`config.mk`:
```
export PLATFORM = sky130hd
export DESIGN_NAME = jtag_prog_chains
export DESIGN_NICKNAME = d
export VERILOG_FILES = /design/src/tap_controller.v /design/src/jtag_prog_chains.v
export VERILOG_INCLUDE_DIRS = /design/src
export SDC_FILE = /design/constraint.sdc
export NUM_CORES = 1
export LEC_CHECK = 0
export BUFFER_PORTS_ARGS = -buffer_cell sky130_fd_sc_hd__buf_2
export CORE_ASPECT_RATIO = 1.1
export CORE_MARGIN = 8
export CORE_UTILIZATION = 50
export CTS_BUF_LIST = sky130_fd_sc_hd__clkbuf_2
export CTS_CLUSTER_SIZE = 12
export DETAILED_ROUTE_END_ITERATION = 8
export GPL_ROUTABILITY_DRIVEN = 1
export GPL_TIMING_DRIVEN = 0
export MAX_ROUTING_LAYER = met4
export PLACE_DENSITY_LB_ADDON = 0.08
export SYNTH_ARGS = -nofsm -noshare
export SYNTH_HDL_FRONTEND = slang
export SYNTH_SLANG_ARGS = --single-unit
```
`constraint.sdc`:
```
create_clock -name clock -period 2.68 [get_ports clock]
set_input_delay 0 -clock clock [delete_from_list [all_inputs] [get_ports clock]]
set_output_delay 0 -clock clock [all_outputs]
set_load 0.005 [all_outputs]
```
`src/jtag_prog_map.vh`:
```
// constants for the test-port programming chains
`ifndef JTAG_PROG_MAP_VH
`define JTAG_PROG_MAP_VH

// tap controller state codes
`define TAP_RESET      4'h0
`define TAP_IDLE       4'h1
`define TAP_SEL_DR     4'h2
`define TAP_CAP_DR     4'h3
`define TAP_SH_DR      4'h4
`define TAP_EX1_DR     4'h5
`define TAP_PA_DR      4'h6
`define TAP_EX2_DR     4'h7
`define TAP_UP_DR      4'h8
`define TAP_SEL_IR     4'h9
`define TAP_CAP_IR     4'ha
`define TAP_SH_IR      4'hb
`define TAP_EX1_IR     4'hc
`define TAP_PA_IR      4'hd
`define TAP_EX2_IR     4'he
`define TAP_UP_IR      4'hf

// instruction register
`define IR_WIDTH       4
`define IR_CAPTURE     4'h1
`define IR_RESET_VAL   4'hf
`define INS_ENABLE_KEY 4'h4
`define INS_COMMAND    4'h5
`define INS_PAGE_LOAD  4'h6
`define INS_PAGE_READ  4'h7
`define INS_RESET      4'hc

// data register widths
`define KEY_WIDTH      16
`define CMD_WIDTH      15
`define BYTE_WIDTH     8
`define BIT_CNT_WIDTH  3
`define PAGE_IDX_WIDTH 8
`define BIT_CNT_LAST   3'h7
`define KEY_VALUE      16'ha370
`define KEY_CLEAR      16'h0000
`define CMD_CLEAR      15'h0000
`define BYTE_CLEAR     8'h00

// command word fields and known words
`define CMD_PFX_HI     14
`define CMD_PFX_LO     8
`define PFX_ENTER      7'h23
`define CMD_CHIP_ERASE 15'h2380
`define CMD_ERASE_GO   15'h3180
`define CMD_ERASE_POLL 15'h3380
`define CMD_FLASH_WR   15'h2310
`define CMD_FLASH_RD   15'h2302
`define CMD_EE_WR      15'h2311
`define CMD_EE_RD      15'h2303
`define PFX_ADDR_HI    7'h07
`define PFX_ADDR_LO    7'h03
`define PFX_DATA_LO    7'h13
`define PFX_DATA_HI    7'h17
`define PFX_LATCH      7'h77
`define PFX_FL_PAGE_WR 7'h35
`define PFX_EE_PAGE_WR 7'h31

// reset time-out counter width
`define TMO_WIDTH      16
`define TMO_ZERO       16'h0000
`define TMO_ONE        16'h0001

`endif

```
`src/tap_controller.v`:
```
// test access port state machine and instruction register
`timescale 1ns/100ps
`include "jtag_prog_map.vh"

module tap_controller (
  input  wire                  clock,
  input  wire                  sys_rst,
  input  wire                  tck_rise,
  input  wire                  tms,
  input  wire                  tdi,
  output reg  [3:0]            state,
  output reg  [`IR_WIDTH-1:0]  instr,
  output wire                  ir_lsb
);

  reg [3:0]            next_state;
  reg [`IR_WIDTH-1:0]  ir_shift;

  assign ir_lsb = ir_shift[0];

  // standard sixteen-state walk driven by tms
  always @* begin
    case (state)
      `TAP_RESET:  next_state = tms ? `TAP_RESET  : `TAP_IDLE;
      `TAP_IDLE:   next_state = tms ? `TAP_SEL_DR : `TAP_IDLE;
      `TAP_SEL_DR: next_state = tms ? `TAP_SEL_IR : `TAP_CAP_DR;
      `TAP_CAP_DR: next_state = tms ? `TAP_EX1_DR : `TAP_SH_DR;
      `TAP_SH_DR:  next_state = tms ? `TAP_EX1_DR : `TAP_SH_DR;
      `TAP_EX1_DR: next_state = tms ? `TAP_UP_DR  : `TAP_PA_DR;
      `TAP_PA_DR:  next_state = tms ? `TAP_EX2_DR : `TAP_PA_DR;
      `TAP_EX2_DR: next_state = tms ? `TAP_UP_DR  : `TAP_SH_DR;
      `TAP_UP_DR:  next_state = tms ? `TAP_SEL_DR : `TAP_IDLE;
      `TAP_SEL_IR: next_state = tms ? `TAP_RESET  : `TAP_CAP_IR;
      `TAP_CAP_IR: next_state = tms ? `TAP_EX1_IR : `TAP_SH_IR;
      `TAP_SH_IR:  next_state = tms ? `TAP_EX1_IR : `TAP_SH_IR;
      `TAP_EX1_IR: next_state = tms ? `TAP_UP_IR  : `TAP_PA_IR;
      `TAP_PA_IR:  next_state = tms ? `TAP_EX2_IR : `TAP_PA_IR;
      `TAP_EX2_IR: next_state = tms ? `TAP_UP_IR  : `TAP_SH_IR;
      `TAP_UP_IR:  next_state = tms ? `TAP_SEL_DR : `TAP_IDLE;
      default:     next_state = `TAP_RESET;
    endcase
  end

  // state and instruction advance only on a tck rising edge
  always @(posedge clock) begin
    if (sys_rst) begin
      state    <= `TAP_RESET;
      instr    <= `IR_RESET_VAL;
      ir_shift <= `IR_RESET_VAL;
    end else if (tck_rise) begin
      state <= next_state;
      case (state)
        `TAP_RESET: begin
          instr <= `IR_RESET_VAL;
        end
        `TAP_CAP_IR: begin
          ir_shift <= `IR_CAPTURE;
        end
        `TAP_SH_IR: begin
          ir_shift <= {tdi, ir_shift[`IR_WIDTH-1:1]}; // lsb first
        end
        `TAP_UP_IR: begin
          instr <= ir_shift;
        end
        default: begin
          instr <= instr;
        end
      endcase
    end
  end

endmodule

```
`src/jtag_prog_chains.v`:
```
// test-port programming data registers for flash and eeprom
//
// Behaviour
// - command instruction puts a 15-bit command register between tdi and tdo
// - capture-dr loads the command register with the previous command result
// - shift-dr shifts command register each tck, result out, command in
// - update-dr presents the shifted command word to the memory controls
// - run-test/idle issues one internal strobe executing the applied command
// - page-load chain is 2048 bits on an 8-bit register, no update transfer
// - each completed page-load byte is written to the page buffer at once
// - page-read chain is 2056 bits on an 8-bit register, no capture transfer
// - page-read shift fetches bytes one by one onto tdo, tdi ignored
// - a one in the reset chain holds the part in reset
// - reset chain is unlatched; reset lasts a time-out after release
// - programming enabled only while the key equals 1010_0011_0111_0000
// - key register clears at power-on; programmer clears it when leaving
// - chip erase sequence of command words, completion polled by status bit
// - flash write: enter, address high and low, data low and high bytes
// - latch pulse into page buffer, page write pulse, then status poll
// - flash read: enter, address, then commands returning low and high byte
// - eeprom write: enter, address, one data byte, latch, page write, poll
// - eeprom read entered by its command then address high byte
// - every shift register moves least significant bit first
`timescale 1ns/100ps
`include "jtag_prog_map.vh"

module jtag_prog_chains #(
  parameter [`TMO_WIDTH-1:0] RESET_TIMEOUT_CYCLES = 16'h0040
) (
  input  wire                        clock,
  input  wire                        sys_rst,
  input  wire                        tck,
  input  wire                        tms,
  input  wire                        tdi,
  output reg                         tdo,
  output reg                         tdo_oe_n,
  output reg                         part_reset,
  output reg                         prog_enabled,
  output reg  [`CMD_WIDTH-1:0]       nvm_cmd,
  output reg                         nvm_cmd_strobe,
  output reg  [`BYTE_WIDTH-1:0]      nvm_mode,
  input  wire [`CMD_WIDTH-1:0]       nvm_result,
  output reg  [`BYTE_WIDTH-1:0]      page_wr_data,
  output reg  [`PAGE_IDX_WIDTH-1:0]  page_wr_addr,
  output reg                         page_wr_strobe,
  output reg  [`PAGE_IDX_WIDTH-1:0]  page_rd_addr,
  input  wire [`BYTE_WIDTH-1:0]      page_rd_data
);

  // pin synchronisers: first stage feeds only the second
  reg tck_m;
  reg tck_s;
  reg tck_d;
  reg tms_m;
  reg tms_s;
  reg tdi_m;
  reg tdi_s;

  wire tck_rise;
  wire tck_fall;

  // tap state and instruction
  wire [3:0]            state;
  wire [`IR_WIDTH-1:0]  instr;
  wire                  ir_lsb;

  // data registers
  reg                       reset_bit;
  reg                       bypass_bit;
  reg [`KEY_WIDTH-1:0]      key_shift;
  reg [`KEY_WIDTH-1:0]      key_reg;
  reg [`CMD_WIDTH-1:0]      cmd_shift;
  reg                       cmd_pending;
  reg [`BYTE_WIDTH-1:0]     load_shift;
  reg [`BIT_CNT_WIDTH-1:0]  load_cnt;
  reg [`BYTE_WIDTH-1:0]     read_shift;
  reg [`BIT_CNT_WIDTH-1:0]  read_cnt;
  reg [`TMO_WIDTH-1:0]      tmo_cnt;

  reg                       next_tdo;

  wire sel_reset;
  wire sel_key;
  wire sel_cmd;
  wire sel_load;
  wire sel_read;
  wire key_ok;
  wire [`BYTE_WIDTH-1:0] load_byte;

  // tck edges from the clock; held high in reset, so no false rise
  always @(posedge clock) begin
    if (sys_rst) begin
      tck_m <= 1'b1;
      tck_s <= 1'b1;
      tck_d <= 1'b1;
      tms_m <= 1'b1;
      tms_s <= 1'b1;
      tdi_m <= 1'b0;
      tdi_s <= 1'b0;
    end else begin
      tck_m <= tck;
      tck_s <= tck_m;
      tck_d <= tck_s;
      tms_m <= tms;
      tms_s <= tms_m;
      tdi_m <= tdi;
      tdi_s <= tdi_m;
    end
  end

  assign tck_rise = tck_s & ~tck_d;
  assign tck_fall = ~tck_s & tck_d;

  tap_controller u_tap (
    .clock    (clock),
    .sys_rst  (sys_rst),
    .tck_rise (tck_rise),
    .tms      (tms_s),
    .tdi      (tdi_s),
    .state    (state),
    .instr    (instr),
    .ir_lsb   (ir_lsb)
  );

  // instruction decode selects the data register
  assign sel_reset = (instr == `INS_RESET);
  assign sel_key   = (instr == `INS_ENABLE_KEY);
  assign sel_cmd   = (instr == `INS_COMMAND);
  assign sel_load  = (instr == `INS_PAGE_LOAD);
  assign sel_read  = (instr == `INS_PAGE_READ);
  assign key_ok    = (key_reg == `KEY_VALUE);
  assign load_byte = {tdi_s, load_shift[`BYTE_WIDTH-1:1]};

  // reset chain: one bit, its output not latched behind update-dr
  always @(posedge clock) begin
    if (sys_rst) begin
      reset_bit <= 1'b0;
    end else if (tck_rise && sel_reset && state == `TAP_SH_DR) begin
      reset_bit <= tdi_s;
    end
  end

  // part reset follows the chain, then holds for the time-out
  always @(posedge clock) begin
    if (sys_rst) begin
      tmo_cnt    <= `TMO_ZERO;
      part_reset <= 1'b0;
    end else begin
      if (reset_bit) begin
        tmo_cnt <= RESET_TIMEOUT_CYCLES;
      end else if (tmo_cnt != `TMO_ZERO) begin
        tmo_cnt <= tmo_cnt - `TMO_ONE;
      end
      part_reset <= reset_bit | (tmo_cnt != `TMO_ZERO);
    end
  end

  // bypass bit for every instruction without its own register
  always @(posedge clock) begin
    if (sys_rst) begin
      bypass_bit <= 1'b0;
    end else if (tck_rise) begin
      if (state == `TAP_CAP_DR) begin
        bypass_bit <= 1'b0;
      end else if (state == `TAP_SH_DR) begin
        bypass_bit <= tdi_s;
      end
    end
  end

  // enable key: shifted in, compared once update-dr takes it
  always @(posedge clock) begin
    if (sys_rst) begin
      key_shift    <= `KEY_CLEAR;
      key_reg      <= `KEY_CLEAR;
      prog_enabled <= 1'b0;
    end else begin
      if (tck_rise && sel_key && state == `TAP_SH_DR) begin
        key_shift <= {tdi_s, key_shift[`KEY_WIDTH-1:1]};
      end
      if (tck_rise && sel_key && state == `TAP_UP_DR) begin
        key_reg <= key_shift;
      end
      prog_enabled <= key_ok;
    end
  end

  // command register: capture result, shift, apply, execute once
  always @(posedge clock) begin
    if (sys_rst) begin
      cmd_shift      <= `CMD_CLEAR;
      nvm_cmd        <= `CMD_CLEAR;
      nvm_mode       <= `BYTE_CLEAR;
      cmd_pending    <= 1'b0;
      nvm_cmd_strobe <= 1'b0;
    end else begin
      nvm_cmd_strobe <= 1'b0;
      if (tck_rise && sel_cmd) begin
        case (state)
          `TAP_CAP_DR: begin
            cmd_shift <= nvm_result;
          end
          `TAP_SH_DR: begin
            cmd_shift <= {tdi_s, cmd_shift[`CMD_WIDTH-1:1]};
          end
          `TAP_UP_DR: begin
            // without the key the word never reaches the memory
            if (key_ok) begin
              nvm_cmd     <= cmd_shift;
              cmd_pending <= 1'b1;
              if (cmd_shift[`CMD_PFX_HI:`CMD_PFX_LO] == `PFX_ENTER) begin
                // mode byte kept across sequences
                nvm_mode <= cmd_shift[`BYTE_WIDTH-1:0];
              end
            end
          end
          `TAP_IDLE: begin
            // one strobe per applied word, however long idle lasts
            if (cmd_pending && key_ok) begin
              nvm_cmd_strobe <= 1'b1;
              cmd_pending    <= 1'b0;
            end
          end
          default: begin
            cmd_pending <= cmd_pending;
          end
        endcase
      end
      if (!key_ok) begin
        cmd_pending <= 1'b0;
      end
    end
  end

  // page load: each eighth shifted bit completes a byte for the buffer
  always @(posedge clock) begin
    if (sys_rst) begin
      load_shift     <= `BYTE_CLEAR;
      load_cnt       <= {`BIT_CNT_WIDTH{1'b0}};
      page_wr_data   <= `BYTE_CLEAR;
      page_wr_addr   <= {`PAGE_IDX_WIDTH{1'b0}};
      page_wr_strobe <= 1'b0;
    end else begin
      page_wr_strobe <= 1'b0;
      if (tck_rise && sel_load && state == `TAP_CAP_DR) begin
        load_cnt     <= {`BIT_CNT_WIDTH{1'b0}};
        page_wr_addr <= {`PAGE_IDX_WIDTH{1'b0}};
      end else if (tck_rise && sel_load && state == `TAP_SH_DR) begin
        load_shift <= load_byte;
        load_cnt   <= load_cnt + 3'h1;
        if (load_cnt == `BIT_CNT_LAST && key_ok) begin
          page_wr_data   <= load_byte;
          page_wr_strobe <= 1'b1;
        end
      end
      // address steps after the strobe so the byte lands at its index
      if (page_wr_strobe) begin
        page_wr_addr <= page_wr_addr + 8'h01;
      end
    end
  end

  // page read: first byte out is stale, then the page byte by byte
  always @(posedge clock) begin
    if (sys_rst) begin
      read_shift   <= `BYTE_CLEAR;
      read_cnt     <= {`BIT_CNT_WIDTH{1'b0}};
      page_rd_addr <= {`PAGE_IDX_WIDTH{1'b0}};
    end else if (tck_rise && sel_read) begin
      if (state == `TAP_CAP_DR) begin
        // counters restart; the shift register keeps its content
        read_cnt     <= {`BIT_CNT_WIDTH{1'b0}};
        page_rd_addr <= {`PAGE_IDX_WIDTH{1'b0}};
      end else if (state == `TAP_SH_DR) begin
        read_cnt <= read_cnt + 3'h1;
        if (read_cnt == `BIT_CNT_LAST) begin
          read_shift   <= key_ok ? page_rd_data : `BYTE_CLEAR;
          page_rd_addr <= page_rd_addr + 8'h01;
        end else begin
          read_shift <= {1'b0, read_shift[`BYTE_WIDTH-1:1]};
        end
      end
    end
  end

  // tdo source for the selected register
  always @* begin
    if (state == `TAP_SH_IR) begin
      next_tdo = ir_lsb;
    end else if (sel_reset) begin
      next_tdo = reset_bit;
    end else if (sel_key) begin
      next_tdo = key_shift[0];
    end else if (sel_cmd) begin
      next_tdo = cmd_shift[0];
    end else if (sel_load) begin
      next_tdo = load_shift[0];
    end else if (sel_read) begin
      next_tdo = read_shift[0];
    end else begin
      next_tdo = bypass_bit;
    end
  end

  // tdo changes on the falling tck edge, driven only while shifting
  always @(posedge clock) begin
    if (sys_rst) begin
      tdo      <= 1'b0;
      tdo_oe_n <= 1'b1;
    end else if (tck_fall) begin
      tdo      <= next_tdo;
      tdo_oe_n <= ~(state == `TAP_SH_DR || state == `TAP_SH_IR);
    end
  end

endmodule

```
**Word level (Yosys, flattened, before mapping)**

Index checks and enable logic that the tools add are counted.

- $add $sub $neg: 5
- $mul: 0
- Div/mod/pow operators: 0
- $lt $le $gt $ge: 0
- Equal/unequal tests: 25
- Shift-type cells: 0
- Muxes and demuxes: 39
- Bitwise gates (word level): 12
- Reduce and logical (&&, ||, !) cells: 42

Operators with widths:

| kind | number |
|---|---|
| $mux W8 | 7 |
| $pmux W4 S12 | 1 |
| $eq A4 B4 Y1 const B | 9 |
| $eq A4 B3 Y1 const B | 8 |
| $pmux W15 S2 | 1 |
| $add A8 B1 Y8 const B | 2 |
| $eq A16 B16 Y1 const B | 1 |
| $mux W4 | 4 |
| $pmux W4 S2 | 2 |
| $reduce_bool A16 Y1 | 1 |
| $sub A16 B1 Y16 const B | 1 |
| $reduce_and A3 Y1 | 5 |
| $mux W1 | 14 |
| $mux W7 | 2 |
| $reduce_bool A2 Y1 | 7 |
| $logic_and A1 B1 Y1 | 12 |
| $mux W3 | 4 |
| $reduce_and A2 Y1 | 6 |
| $reduce_or A2 Y1 | 5 |
| $not A1 Y1 | 9 |
| $reduce_or A3 Y1 | 3 |
| $eq A4 B2 Y1 const B | 2 |
| $eq A7 B6 Y1 const B | 1 |
| $add A3 B1 Y3 const B | 2 |
| 10 further kinds | 14 |

- Register bits: 160
- Latch bits: 0
- RAM bits: 0
- Bits in read-only memories: 0
- Output and inout port bits: 53
- Memories: 0

**Depth between registers and ports, before layout**

- Depth after elaboration: 7
- Mapped depth: 8
- Gate-level depth less buffers: 6

**By module**

A second synthesis with hierarchy kept.

- Cells, all modules: 775
- Area total of the unflattened synthesis: 7045.5 um^2

Modules (own cells, without submodules):

| module | instances | cells an instance | area an instance (um^2) | seq. area each (um^2) |
|---|---|---|---|---|
| jtag_prog_chains | 1 | 696 | 6404.9 | 2962.8 |
| tap_controller | 1 | 79 | 640.6 | 240.2 |

**Worst setup path before layout**

No wires, ideal clock.

- Path type: reg-to-reg
- From: register tmo_cnt[10]
- To: register tmo_cnt[0]
- Setup time: 121 ps
- Arrival: 2174 ps
- Required time: 2559 ps
- Setup slack: 385 ps
- Stages on the path, launching flop included: 6
- Path buffers: 1
- Cell sequence: dfxtp_1 > or4_4 > or4b_4 > buf_6 > nor4_4 > mux2_4

- Longest elaborated chain between the ends: 1

RTL lines:

| what | line | text |
|---|---|---|
| from (decl) | jtag_prog_chains.v:78 | `` reg [`TMO_WIDTH-1:0] tmo_cnt; `` |
| from (signal assigned) | jtag_prog_chains.v:146 | `` tmo_cnt <= `TMO_ZERO; `` |
| from (signal assigned) | jtag_prog_chains.v:152 | `` tmo_cnt <= tmo_cnt - `TMO_ONE; `` |
| $reduce_bool A16 Y1 (no line) | - |  |

No other way between the ends.
A chain may end at the register's enable or synchronous reset.

**Final worst setup path**

- From: register u_tap.state[0]
- To: register cmd_shift[0]

- Longest elaborated chain between the ends: 3
- Elaborated cells between the ends (all ways): 5
- Those cells by class: eq/ne (2); mux (1); reduce/logical (2)

RTL lines:

| what | line | text |
|---|---|---|
| from (decl) | tap_controller.v:11 | `output reg [3:0] state,` |
| from (signal assigned) | tap_controller.v:47 | `` state <= `TAP_RESET; `` |
| from (signal assigned) | tap_controller.v:51 | `state <= next_state;` |
| $eq A4 B2 Y1 or $eq A4 B3 Y1 (tied branches) | jtag_prog_chains.v:199 | `case (state)` |
| $reduce_bool A2 Y1 (no line) | - |  |
| $reduce_and A2 Y1 (no line) | - |  |
| to (signal assigned) | jtag_prog_chains.v:191 | `` cmd_shift <= `CMD_CLEAR; `` |
| to (signal assigned) | jtag_prog_chains.v:201 | `cmd_shift <= nvm_result;` |
| to (signal assigned) | jtag_prog_chains.v:204 | `` cmd_shift <= {tdi_s, cmd_shift[`CMD_WIDTH-1:1]}; `` |
| to (decl) | jtag_prog_chains.v:72 | `` reg [`CMD_WIDTH-1:0] cmd_shift; `` |

Parallel ways exist; a longest one is shown, timed or not.

==> summary.md <==
| Metric | Value |
|---|---|
| GRT Total Usage | `22.2%` |
| VDD IR max | `between 0.2 and 0.3 mV` |
| Number of synthesized flops with an enable pin | `0` |
| Sequential share of power | `a little over half` |
| Area Overhead vs Synth | `19.3%` |
| Worst setup path class | `flip-flop to flip-flop` |
| First-pass GRT wire length | `31700 um` |
| Layout Skew | `31.7 ps` |
| Ant diodes | `0` |
| Avg Vias per Cell | `a little under 6` |
| # clock sinks | `160` |
| Vias in the first global route | `6380` |
| Final hold viol count | `0` |
| Mapped Area | `0.00705 mm2` |
| Final-layout fill cell count | `around 1200` |
| Worst-path maximum fanout | `10` |
| Worst slew pin tran | `1110 ps` |
| Crit path from | `u_tap.state[0]$_SDFFE_PP0P_` |
| Setup_tns | `0 ps` |
| # IOs | `81` |
| Buffer count from post-CTS setup fixing | `0` |
| Required @ worst endpoint | `between 3000 and 4000 ps` |
| PnR Total Power | `4660 uW` |
| CP arrival | `about 3300 ps` |
| Starting Density | `around half` |
| Ys async rst share | `0%` |
| Syn_nets | `848` |
| Post-DRT Antenna Nets | `0` |
| TritonCTS clock tree | `built` |
| WP buf/inv | `3` |
| Cell Pwr Density | `554 mW/mm2` |
| Ys flop type | `dfxtp_1` |
| Status | `finished, final reports clean` |
| Final Setup Violations | `0` |
| Number of synthesized register bits | `between 150 and 200` |
| Placed inst area | `between 0.007 and 0.008 mm2` |
| # DRC | `0` |
| Synth area leaders | `dfxtp_1 45%, a21oi_1 5.5%, mux2i_1 4.5%` |
| Crit-path slowest cell | `or4b_1` |
| Most frequent cell after synthesis | `dfxtp_1` |
| Die Wd | `129 um` |
| Maxcap violations | `0` |
| Leading area contributor after synthesis | `dfxtp_1` |
| Slew HR | `about 26%` |
| Initial antenna violation count | `0` |
| Wire length per cell | `17.0 um` |
| Via count | `6703` |
| Die height | `approximately 140 um` |
| CTS buffer count | `17` |
| Routed Wire Length | `19600 um` |
| Routing usage on met1 | `a little over a quarter` |
| Critical-path cell list | `clkbuf_1 -> or4b_1 -> clkbuf_1 -> a2111oi_2 -> buf_2 -> nor2_1 -> a311oi_1` |
| Area of the multi-input gates | `0.00356 mm2` |
| M3 GR Usage | `approximately 4.7%` |
| Core area | `0.0138 mm2` |
| Hold Startpoint | `nvm_result[12]` |
| Leak Pwr | `0.00324 uW` |
| Largest net degree at the start of global routing | `17` |
| Most frequent cells after synthesis | `160 x dfxtp_1, 83 x nand2_1, 78 x a21oi_1` |
| GP Congestion | `0.890` |
| Sw frac | `30.1%` |
| RR Startpoint | `u_tap.state[0]$_SDFFE_PP0P_` |
| FMAX | `381 MHz` |
| Layout cells sized above 1 | `~15%` |
| Post-DP HPWL | `13800 um` |
| Syn avg cell area | `about 8.7 um2` |
| Final min period | `approximately 2600 ps` |
| Grt total ovfl | `0` |
| Final slew viol count | `0` |
| Crit path max-delay family | `buffers and inverters` |
| CTS H-tree lvls | `4` |
| Hold WC Path Type | `input port to flip-flop` |
| CTS clk-pin slew, worst paths | `250 ps` |
| Final core utilization | `61.0%` |
| Clk pwr share | `29.3%` |
| Sequential cell area | `0.00320 mm2` |
| Final period utilization | `98.0%` |
| Fin nets | `just under 1000` |
| P_sw | `1400 uW` |
| Critical Path Sink Type | `flip-flop` |
| M2 GR Usage | `36.9%` |
| Sequential area share after synthesis | `45.4%` |
| Unrepaired setup endpoints after global routing | `yes` |
| Iter 0 DRT Violations | `665` |
| Hold slack | `42.5 ps` |
| Root Driver | `clkbuf_2` |
| Netlist cell types | `69` |
| Int Pwr | `approximately 3300 uW` |
| Post-synth top area share | `between 40% and 50%` |
| Most frequent CP cell | `clkbuf_1` |
| DR pass1 iterations | `6` |
| Synth warn | `0` |
| Gate Count Post-Synth | `812` |
| Clock tree buffer depth | `2` |
| Global route hottest layer | `met2` |
| IO Port Bufs | `80` |
| Logic gate share of total power | `16.3%` |
| Die Area | `around 0.018 mm2` |
| FP Rows | `45` |
| Insertion delay to the later sink of the worst-skew pair | `770 ps` |
| Startpoint Class | `flip-flop` |
| Largest stage delay, worst path | `560 ps` |
| Design area | `around 0.0084 mm2` |
## cell usage in the layout (no fill, tap or decap), types with 9 or more instances in the layout
cell type	Yosys	final
dlygate4sd3_1	0	45
o31ai_1	18	18
clkbuf_1	59	56
a21oi_1	78	78
nand3_1	36	36
buf_2	4	84
nor3_1	11	11
and3_1	9	9
nand2b_1	9	9
a31oi_1	9	9
nand2_1	83	83
nor2_1	67	67
nand4_1	16	16
mux2i_1	32	32
or2_2	10	10
nor2b_1	19	19
dfxtp_1	160	160
o21ai_0	34	34
inv_1	10	10
a311oi_1	18	18
or3_1	13	13
clkbuf_2	0	20
## metal layers
layer,share of wire (%),routed length [um],vias to the layer above
met3,5.5,1090,24
met4,1.3,257,0
met1,44,8690,3194
li1,-,-,3271
met5,0,0,-
met2,49,9590,214
## through the flow
stage / worst slack [ps] / std cells
6_report: 53.4 / 1157
5_1_grt: -134 / 1157
4_1_cts: 16.2 / 1157
3_5_place_dp: 40.1 / 1080
3_3_place_gp: 104 / 1080
2_1_floorplan: 385 / 812
## layout make-up
class | instances | share of cell area [%]
buffer | 67 | 3.32
clock buffer | 18 | 1.07
clock inverter | 14 | 1.86
inverter | 10 | 0.446
multi-input combinational | 575 | 42.3
sequential | 160 | 38.1
tap | 188 | 2.80
timing repair buffer | 125 | 10.1
## repair_timing
action / in CTS / in global routing
endpoints found under the hold margin: 56 / 0
gates resized for setup: 0 / 9
endpoints found under the setup margin: 0 / 78
hold buffers: 45 / 0
## cell families after synthesis
kind of cell | count (synthesis) | synth area share, %
AND/OR/NAND/NOR | 320 | 24.2
AO/OA/AOI/OAI | 211 | 19.2
flip-flops | 160 | 45.4
buffers and inverters | 77 | 4.46
multiplexers | 35 | 5.08
adder cells (fa/ha/maj) | 8 | 1.42
XOR/XNOR | 1 | 0.124
## final timing paths
| kind | endpoint | slack, ps | cells after the start |
|---|---|---|---|
| max | cmd_shift[0]$_SDFFE_PP0P_ | 50 | 7 |
| min | cmd_shift[12]$_SDFFE_PP0P_ | 40 | 4 |
| max reg2reg | cmd_shift[0]$_SDFFE_PP0P_ | 50 | 7 |
| min reg2reg | tck_s$_SDFF_PP1_ | 440 | 1 |
## power by group through the flow
stage | sequential [uW] | clock (uW) | combinational, uW
after global routing | 2550 | 1480 | 831
after CTS | 2540 | 1390 | 754
final | 2540 | 1360 | 758
after floorplan | 2560 | 0 | 537
after global placement | 2580 | 0 | 677
after detailed placement | 2580 | 0 | 702
## tightest hold or removal path, stage by stage
cell           delay (ps)
dlygate4sd3_1         530
buf_2                 120
nand2_1                70
a311oi_1               80
(Power assumes the default switching activity.)
